===== src/verilog/fbis_pkg.sv =====
`default_nettype none
package fbis_pkg;
    localparam int unsigned DATA_W = 32;
    localparam int unsigned IDX_W  = 16;
    localparam int unsigned SUB_W  = 8;

    localparam logic [IDX_W-1:0] IDX_AVAILABILITY = 16'h2101;
    localparam logic [IDX_W-1:0] IDX_CONTROL      = 16'h2102;
    localparam logic [IDX_W-1:0] IDX_STATUS       = 16'h2103;

    localparam logic [SUB_W-1:0] SUB_VALUE        = 8'h00;
    localparam logic [SUB_W-1:0] SUB_ENTRY_COUNT  = 8'h00;
    localparam logic [SUB_W-1:0] SUB_SWITCHABLE   = 8'h01;
    localparam logic [SUB_W-1:0] SUB_ACTIVE       = 8'h02;

    // Interface bits in the low half, protocol bits in the high half
    localparam int unsigned USB_IFACE_BIT                    = 0;
    localparam int unsigned RS485_IFACE_BIT                  = 1;
    localparam int unsigned RS232_IFACE_BIT                  = 2;
    localparam int unsigned CAN_IFACE_BIT                    = 3;
    localparam int unsigned ETHERNET_IFACE_BIT               = 4;
    localparam int unsigned REALTIME_INDUSTRIAL_ETHERNET_BIT = 5;
    localparam int unsigned SPI_IFACE_BIT                    = 6;
    localparam int unsigned SERIAL_MODBUS_PROTOCOL_BIT       = 16;
    localparam int unsigned NETWORKED_MODBUS_PROTOCOL_BIT    = 17;
    localparam int unsigned INDUSTRIAL_IP_PROTOCOL_BIT       = 18;

    localparam logic [DATA_W-1:0] IFACE_FIELD_MASK = 32'h0000_FFFF;
    localparam logic [DATA_W-1:0] PROTO_FIELD_MASK = 32'hFFFF_0000;
    localparam logic [DATA_W-1:0] ASSIGNED_MASK    = 32'h0007_007F;

    localparam logic [DATA_W-1:0] AVAILABILITY_RST = 32'h0000_0008;
    localparam logic [DATA_W-1:0] CONTROL_RST      = 32'h0000_0008;
    localparam logic [DATA_W-1:0] SWITCHABLE_RST   = 32'h0000_0000;
    localparam logic [DATA_W-1:0] ACTIVE_RST       = 32'h0000_0008;
    localparam logic [SUB_W-1:0]  ENTRY_COUNT_RST  = 8'h02;

    typedef enum logic [2:0] {
        FBIS_SEL_NONE,
        FBIS_SEL_AVAIL,
        FBIS_SEL_CTRL,
        FBIS_SEL_COUNT,
        FBIS_SEL_SWITCH,
        FBIS_SEL_ACTIVE
    } fbis_sel_t;
endpackage
`default_nettype wire


===== src/verilog/fbis_persist.sv =====
`timescale 1ns/10ps
`default_nettype none
module fbis_persist
    import fbis_pkg::*;
(
    input  wire logic              clk,
    input  wire logic              srst,
    input  wire logic              save_req,
    input  wire logic [DATA_W-1:0] ctrl_value,
    input  wire logic              nv_restore_valid,
    input  wire logic [DATA_W-1:0] nv_restore_data,
    output logic                   nv_save_stb,
    output logic       [DATA_W-1:0] nv_save_data,
    output logic                   restore_stb,
    output logic       [DATA_W-1:0] restore_value
);
    // Image lives outside; this end only frames the save and restore
    always_ff @(posedge clk)
    begin
        if (srst)
        begin
            nv_save_stb  <= 1'b0;
            nv_save_data <= CONTROL_RST;
        end
        else
        begin
            nv_save_stb <= save_req;
            if (save_req)
            begin
                nv_save_data <= ctrl_value & ASSIGNED_MASK;
            end
        end
    end

    // Restored image is applied only after reset has been released
    always_ff @(posedge clk)
    begin
        if (srst)
        begin
            restore_stb   <= 1'b0;
            restore_value <= CONTROL_RST;
        end
        else
        begin
            restore_stb <= nv_restore_valid;
            if (nv_restore_valid)
            begin
                restore_value <= nv_restore_data & ASSIGNED_MASK;
            end
        end
    end
endmodule
`default_nettype wire


===== src/verilog/fbis_top.sv =====
`timescale 1ns/10ps
`default_nettype none
module fbis_top
    import fbis_pkg::*;
(
    input  wire logic              clk,
    input  wire logic              srst,
    input  wire logic              obj_req,
    input  wire logic              obj_wr,
    input  wire logic [IDX_W-1:0]  obj_index,
    input  wire logic [SUB_W-1:0]  obj_subindex,
    input  wire logic [DATA_W-1:0] obj_wdata,
    output logic                   obj_ack,
    output logic                   obj_abort,
    output logic       [DATA_W-1:0] obj_rdata,
    input  wire logic [DATA_W-1:0] hw_available,
    input  wire logic [DATA_W-1:0] hw_switchable,
    input  wire logic              save_req,
    output logic                   nv_save_stb,
    output logic       [DATA_W-1:0] nv_save_data,
    input  wire logic              nv_restore_valid,
    input  wire logic [DATA_W-1:0] nv_restore_data,
    output logic       [DATA_W-1:0] bus_enable
);
    logic [DATA_W-1:0] avail_r;
    logic [DATA_W-1:0] switch_r;
    logic [DATA_W-1:0] ctrl_r;
    logic [DATA_W-1:0] ctrl_nxt;
    logic [DATA_W-1:0] active_r;
    logic [DATA_W-1:0] active_nxt;
    logic              restore_stb;
    logic [DATA_W-1:0] restore_value;
    fbis_sel_t         sel;
    logic              wr_ok;

    function automatic fbis_sel_t obj_decode(
        input logic [IDX_W-1:0] idx,
        input logic [SUB_W-1:0] sub
    );
        fbis_sel_t s;
        s = FBIS_SEL_NONE;
        if (idx == IDX_AVAILABILITY && sub == SUB_VALUE)
            s = FBIS_SEL_AVAIL;
        else if (idx == IDX_CONTROL && sub == SUB_VALUE)
            s = FBIS_SEL_CTRL;
        else if (idx == IDX_STATUS && sub == SUB_ENTRY_COUNT)
            s = FBIS_SEL_COUNT;
        else if (idx == IDX_STATUS && sub == SUB_SWITCHABLE)
            s = FBIS_SEL_SWITCH;
        else if (idx == IDX_STATUS && sub == SUB_ACTIVE)
            s = FBIS_SEL_ACTIVE;
        return s;
    endfunction

    // Keeps a word to its assigned interface and protocol positions
    function automatic logic [DATA_W-1:0] fold(input logic [DATA_W-1:0] v);
        return ((v & IFACE_FIELD_MASK) | (v & PROTO_FIELD_MASK))
               & ASSIGNED_MASK;
    endfunction

    assign sel   = obj_decode(obj_index, obj_subindex);
    assign wr_ok = obj_req && obj_wr && (sel == FBIS_SEL_CTRL);

    fbis_persist u_persist (
        .clk              (clk),
        .srst             (srst),
        .save_req         (save_req),
        .ctrl_value       (ctrl_r),
        .nv_restore_valid (nv_restore_valid),
        .nv_restore_data  (nv_restore_data),
        .nv_save_stb      (nv_save_stb),
        .nv_save_data     (nv_save_data),
        .restore_stb      (restore_stb),
        .restore_value    (restore_value)
    );

    // Build straps sampled every cycle; the unit may report late options
    always_ff @(posedge clk)
    begin
        if (srst)
        begin
            avail_r  <= AVAILABILITY_RST;
            switch_r <= SWITCHABLE_RST;
        end
        else
        begin
            avail_r  <= fold(hw_available);
            switch_r <= fold(hw_switchable) & fold(hw_available);
        end
    end

    // Non-switchable bits keep their value whatever software writes
    always_comb
    begin
        ctrl_nxt = ctrl_r;
        if (restore_stb)
        begin
            ctrl_nxt = (ctrl_r & ~switch_r)
                       | (fold(restore_value) & switch_r);
        end
        if (wr_ok)
        begin
            ctrl_nxt = (ctrl_r & ~switch_r)
                       | (fold(obj_wdata) & switch_r);
        end
    end

    always_ff @(posedge clk)
    begin
        if (srst)
        begin
            ctrl_r <= CONTROL_RST;
        end
        else
        begin
            ctrl_r <= ctrl_nxt;
        end
    end

    // An available fixed bus always runs; a switchable one follows its control bit
    always_comb
    begin
        active_nxt = avail_r & ((ctrl_r & switch_r) | ~switch_r);
    end

    always_ff @(posedge clk)
    begin
        if (srst)
        begin
            active_r   <= ACTIVE_RST;
            bus_enable <= ACTIVE_RST;
        end
        else
        begin
            active_r   <= active_nxt & ASSIGNED_MASK;
            bus_enable <= active_nxt & ASSIGNED_MASK;
        end
    end

    // Object access answers one cycle after the request
    always_ff @(posedge clk)
    begin
        if (srst)
        begin
            obj_ack   <= 1'b0;
            obj_abort <= 1'b0;
            obj_rdata <= '0;
        end
        else
        begin
            obj_ack   <= obj_req;
            obj_abort <= 1'b0;
            if (obj_req)
            begin
                obj_rdata <= '0;
                if (obj_wr)
                begin
                    obj_abort <= !wr_ok;
                end
                else
                begin
                    case (sel)
                        FBIS_SEL_AVAIL:  obj_rdata <= avail_r;
                        FBIS_SEL_CTRL:   obj_rdata <= ctrl_r;
                        FBIS_SEL_COUNT:
                            obj_rdata <= {{(DATA_W-SUB_W){1'b0}},
                                          ENTRY_COUNT_RST};
                        FBIS_SEL_SWITCH: obj_rdata <= switch_r;
                        FBIS_SEL_ACTIVE: obj_rdata <= active_r;
                        default:         obj_abort <= 1'b1;
                    endcase
                end
            end
        end
    end
endmodule
`default_nettype wire

===== config.mk =====
export PLATFORM = sky130hd
export DESIGN_NAME = fbis_top
export DESIGN_NICKNAME = d
export VERILOG_FILES = /design/src/verilog/fbis_pkg.sv /design/src/verilog/fbis_persist.sv /design/src/verilog/fbis_top.sv
export SDC_FILE = /design/constraint.sdc
export NUM_CORES = 1
export LEC_CHECK = 0
export BUFFER_PORTS_ARGS = -buffer_cell sky130_fd_sc_hd__buf_4
export CAP_MARGIN = 20
export CORE_MARGIN = 4
export CORE_UTILIZATION = 37
export CTS_CLUSTER_SIZE = 14
export DETAILED_ROUTE_END_ITERATION = 12
export PLACE_DENSITY_LB_ADDON = 0.12
export SLEW_MARGIN = 5
export SYNTH_ARGS = -nofsm -noshare
export SYNTH_HDL_FRONTEND = slang
export SYNTH_HIERARCHICAL = 1
export SYNTH_SLANG_ARGS = --single-unit

===== constraint.sdc =====
create_clock -name clk -period 1.76 [get_ports clk]
set_input_delay 0.088 -clock clk [delete_from_list [all_inputs] [get_ports clk]]
set_output_delay 0.088 -clock clk [all_outputs]
set_load 0.02 [all_outputs]

==> impl_metrics.yaml, run 1 <==
outcome:
  outcome: "finished clean"
clock_network:
  numCtsBuffers: 9
  cts_root_buf: "clkbuf_8"
  cts_setup_buffers: 0
  hold_buffers: 28
  ctsResizeCount: 0
  cts.sinks: 74
  clk_path_buf_depth: 2
  cts_tree: "yes"
  clk_latency_ps: 340
  clk_pin_slew_worst_paths_ps: 80
  h-tree-depth: 3
sta:
  fin_crit_sh_pct: 78.5
  post-route-min-period_ps: 1380
  worst_pin_slew_ps: 782
  finalMaxSlewViolations: 0
  setup_violations: 0
  finalHoldViolations: 0
  max_slew_margin_pct: 47.7
  clock.fmax_ghz: 0.724
  fin_skew_ps: 8.35
  rsz0062_at_grt: "false"
power_and_ir_drop:
  fin_total_pwr_uw: 3920
  p_leak_uw: 0.00212
  ir_drop_v: 0.000427
  p_per_area_mw_per_mm2: 852
global_route:
  grt_max_degree: 33
  grt-ovfl-total: 0
  antenna_found_initial: 0
  grt_pass1_wl_um: 13900
  grt_pass1_vias: 2759
  grtUsageTotal_pct: 16.0
cells_and_area:
  area_growth_pct: 34.2
  fillers: 840
  final_nets: 656
  multi_input_comb_area_mm2: 0.00155
  final_util_pct: 51.8
  regArea_mm2: 0.00148
  drive_above_1_share_pct: 26.7
  antennaDiodeCount: 0
run:
  drv_cap: 0
setup_path:
  cp.arrival_ps: 1610
  cp-end-kind: "flip-flop"
  worst_setup_path_start_kind: "flip-flop"
  critPathMaxFanout: 10
  path_class: "reg2reg"
  worstPathRequired_ps: 1990
synthesis:
  synth_area_mm2: 0.00343
  synth_cells: 362
  syn_area_per_cell_um2: 9.48
  ys_warn_count: 6
detailed_routing:
  drt_pre_antenna_iters: 4
  routed_wl_um: 8900
  wl_per_cell_um: 14.6
  drc_errors: 0
  first_iter_violations: 107
  final_antenna_net_count: 0
  routed_via_density: 4.62
  vias: 2818
floorplan:
  die_y_um: 104
  initial_utilization_pct: 38.6
  die-area_mm2: 0.0109
  rows: 34
  ios: 257
  die_x_um: 104
  core_mm2: 0.00889
placed_design:
  post-dp-hpwl_um: 6660
  gp_congestion: 0.772
  port-buffer-count: 102
min_path:
  min_path_type: "in2reg"
-- layout make-up --
class / count / share of cell area, %
multi-input combinational: 257 / 33.7
sequential: 74 / 32.2
timing repair buffer: 138 / 24.3
clock buffer: 11 / 3.29
tap: 108 / 2.93
clock inverter: 4 / 2.15
inverter: 18 / 1.47
-- power by group --
group	total (uW)	internal (uW)	leakage, uW	switching, uW
clock network	1630	1010	0.000126	615
logic	520	231	0.00139	289
registers	1770	1730	0.000606	40.9
-- metrics by stage --
step,hold WS (ps),worst slack [ps],cell area (um^2),instances,setup TNS [ps]
final,22.0,378,4600,610,0
after global routing,27.1,282,4600,610,0
after CTS,12.7,364,4600,610,0
after detailed placement,292,5.49,4070,567,0
after global placement,292,37.7,4070,567,0
after floorplan,160,-71.3,3670,426,-71.3
-- layout by cell type (no fill, tap or decap), types with 6 or more instances in the layout --
cell type      count
nor2b_1           16
conb_1            66
buf_4            109
clkbuf_8          11
a21oi_1            6
inv_1             18
o21ai_0           13
a222oi_1           9
nor2_1            25
nand2b_1          11
a22o_1            10
dlygate4sd3_1     28
and2_1             9
a211oi_1           6
dfxtp_1           74
nand2_1           23
mux2i_1           24
-- critical path, cell delays in order, from the launching register on --
cell      delay (ps)
dfxtp_1          550
nand2b_1         160
a21oi_1           50
or4_1            490
-- final timing paths --
kind	startpoint	to	slack, ps	cells past startpoint
min	hw_available[0]	avail_r[0]	20	2
max	u_persist/restore_stb	flip-flop	380	3
max reg2reg	u_persist/restore_stb	flip-flop	380	3
min reg2reg	avail_r[18]	active_r[18]	440	2
-- metal layers --
metal | track usage [%] | vias to the layer above | part of all wire (%)
met3 | 5.15 | 9 | 7.5
met4 | 5.41 | 0 | 1.2
met1 | 19.1 | 1306 | 42
met5 | 0 | - | 0
met2 | 27.1 | 117 | 50
li1 | - | 1386 | -
Note: power is estimated with default switching activity, not from simulation.
==> run 2: changes to the inputs <==
- ABC_AREA: default -> 1
- CORE_UTILIZATION: 37 -> 40
- clock period: 1.76 -> 1.4 ns (I/O delays scaled with it)
==> run 2 against run 1 <==
Global-route usage rose by 0.88 points. Sequential share of layout area fell by 2.6 points. Die area rose by 4.8%. Largest cell class unchanged.
==> impl_metrics.yaml, run 2 <==
setup_path:
  worst_setup_path_start_kind: "input port"
  path_cells: "buf_4 -> nor2_1 -> nand2_1 -> nor2_2 -> buf_4 -> inv_1 -> nor2_1 -> nor2_1 -> nand3_1 -> nand3_1 -> a21oi_1"
  ff2ff_path_depth: 4
  slowest_delay_ps: 270
  worstPathRequired_ps: 1690
  cp.arrival_ps: 1510
  cp-end-kind: "flip-flop"
  path_class: "in2reg"
  critPathMaxFanout: 21
  crit_top_cell: "nor2_1"
  critPathSlowestCell: "buf_4"
sta:
  setup_violations: 0
  fin_skew_ps: 8.68
  clock.fmax_ghz: 0.821
  post-route-min-period_ps: 1220
  rsz0062_at_grt: "false"
  tns_ps: 0
  hold_slack_ps: 9.68
  fin_crit_sh_pct: 87.0
  finalMaxSlewViolations: 0
  finalHoldViolations: 0
detailed_routing:
  routed_wl_um: 9790
  vias: 3557
  final_antenna_net_count: 0
  first_iter_violations: 155
  wl_per_cell_um: 12.4
  drt_pre_antenna_iters: 5
  drc_errors: 0
  routed_via_density: 4.49
synthesis:
  synth_area_mm2: 0.00390
  ys_warn_count: 6
  syn_area_per_cell_um2: 7.36
  synth_cells: 530
min_path:
  hold_depth: 5
  min_path_type: "in2reg"
clock_network:
  cts_root_buf: "clkbuf_8"
  h-tree-depth: 3
  numCtsBuffers: 9
  cts_setup_buffers: 0
  clk_path_buf_depth: 2
  cts_tree: "yes"
  cts.sinks: 74
  clk_pin_slew_worst_paths_ps: 80
  clk_latency_ps: 350
floorplan:
  ios: 257
  die-area_mm2: 0.0114
  rows: 35
  die_x_um: 107
  die_y_um: 107
  initial_utilization_pct: 41.6
  core_mm2: 0.00937
global_route:
  grt-ovfl-total: 0
  grt_pass1_wl_um: 15300
  grtUsageTotal_pct: 16.9
  grt_pass1_vias: 3231
  antenna_found_initial: 0
  grt_max_degree: 32
placed_design:
  placed_area_mm2: 0.00458
  port-buffer-count: 102
  gp_congestion: 0.810
  post-dp-hpwl_um: 7450
power_and_ir_drop:
  ir_drop_v: 0.000371
  p_per_area_mw_per_mm2: 933
  p_leak_uw: 0.00237
outcome:
  outcome: "finished clean"
cells_and_area:
  area_growth_pct: 28.3
  fin_area_mm2: 0.00501
  mostFrequentLayoutCell: "buf_4"
  antennaDiodeCount: 0
  drive_above_1_share_pct: 28.5
  final_cell_mix: "buf_4, nand2_1, dfxtp_1, nor2_1, conb_1"
  final_nets: 816
run:
  drv_cap: 0
run 2: cell count changes in the layout (fill, tap and decap cells not counted), sizes merged, moves of 11 or more:
cell	previous run	this run
nand4	0	47
nor2b	16	0
mux2i	24	0
a21oi	6	20
nor2	25	106
nand2b	11	0
inv	18	54
nand2	23	79
buf	110	122
nand3	6	21
o21ai	13	26
run 2: worst paths after layout:
kind                 startpoint                          to  slack [ps]
min reg2reg         switch_r[1]                 active_r[1]         460
max reg2reg           flip-flop                obj_rdata[2]         350
min          nv_restore_data[0]  u_persist/restore_value[0]          10
max             obj_subindex[7]                obj_rdata[1]         180
run 2: routing by layer:
| metal | vias up | global-route usage (%) | routed length, um |
|---|---|---|---|
| met5 | - | 0 | 0 |
| met1 | 1592 | 21.5 | 4280 |
| met2 | 134 | 28.5 | 4670 |
| li1 | 1812 | - | - |
| met4 | 0 | 6.76 | 201 |
| met3 | 19 | 2.89 | 640 |
run 2: repair_timing:
action | CTS | global route
resized for setup | 0 | 0
hold buffers | 23 | 0
hold endpoints to repair | 22 | 0
run 2: critical path, delay by kind of cell:
kind / cells / cell delay [ps]
buf+inv: 3 / 460
compound gates: 1 / 120
simple gates: 7 / 860
run 2: layout make-up:
class                           count  area [um^2]
Fill cell                         895         4370
Sequential cell                    74         1480
Inverter                           52          195
Clock inverter                      7         76.3
Multi-Input combinational cell    376         1810
Clock buffer                        9          124
Timing Repair Buffer              145         1160
Tap cell                          129          161
run 2: where the power goes:
| part | internal [uW] | switching (uW) | leakage (uW) |
|---|---|---|---|
| sequential | 2190 | 50.6 | 0.000608 |
| clock | 834 | 842 | 0.0000962 |
| combinational | 304 | 449 | 0.00167 |
run 2: metrics by stage:
| stage | utilization, % | setup WS [ps] | total power (uW) | cells |
|---|---|---|---|---|
| floorplan | - | 190 | 2870 | 594 |
| global placement | 48.8 | -102 | 2980 | 753 |
| detailed placement | 48.8 | -125 | 2990 | 753 |
| CTS | 53.4 | 219 | 4710 | 792 |
| global route | 53.4 | 25.7 | 4880 | 792 |
| finish | 53.4 | 182 | 4670 | 792 |
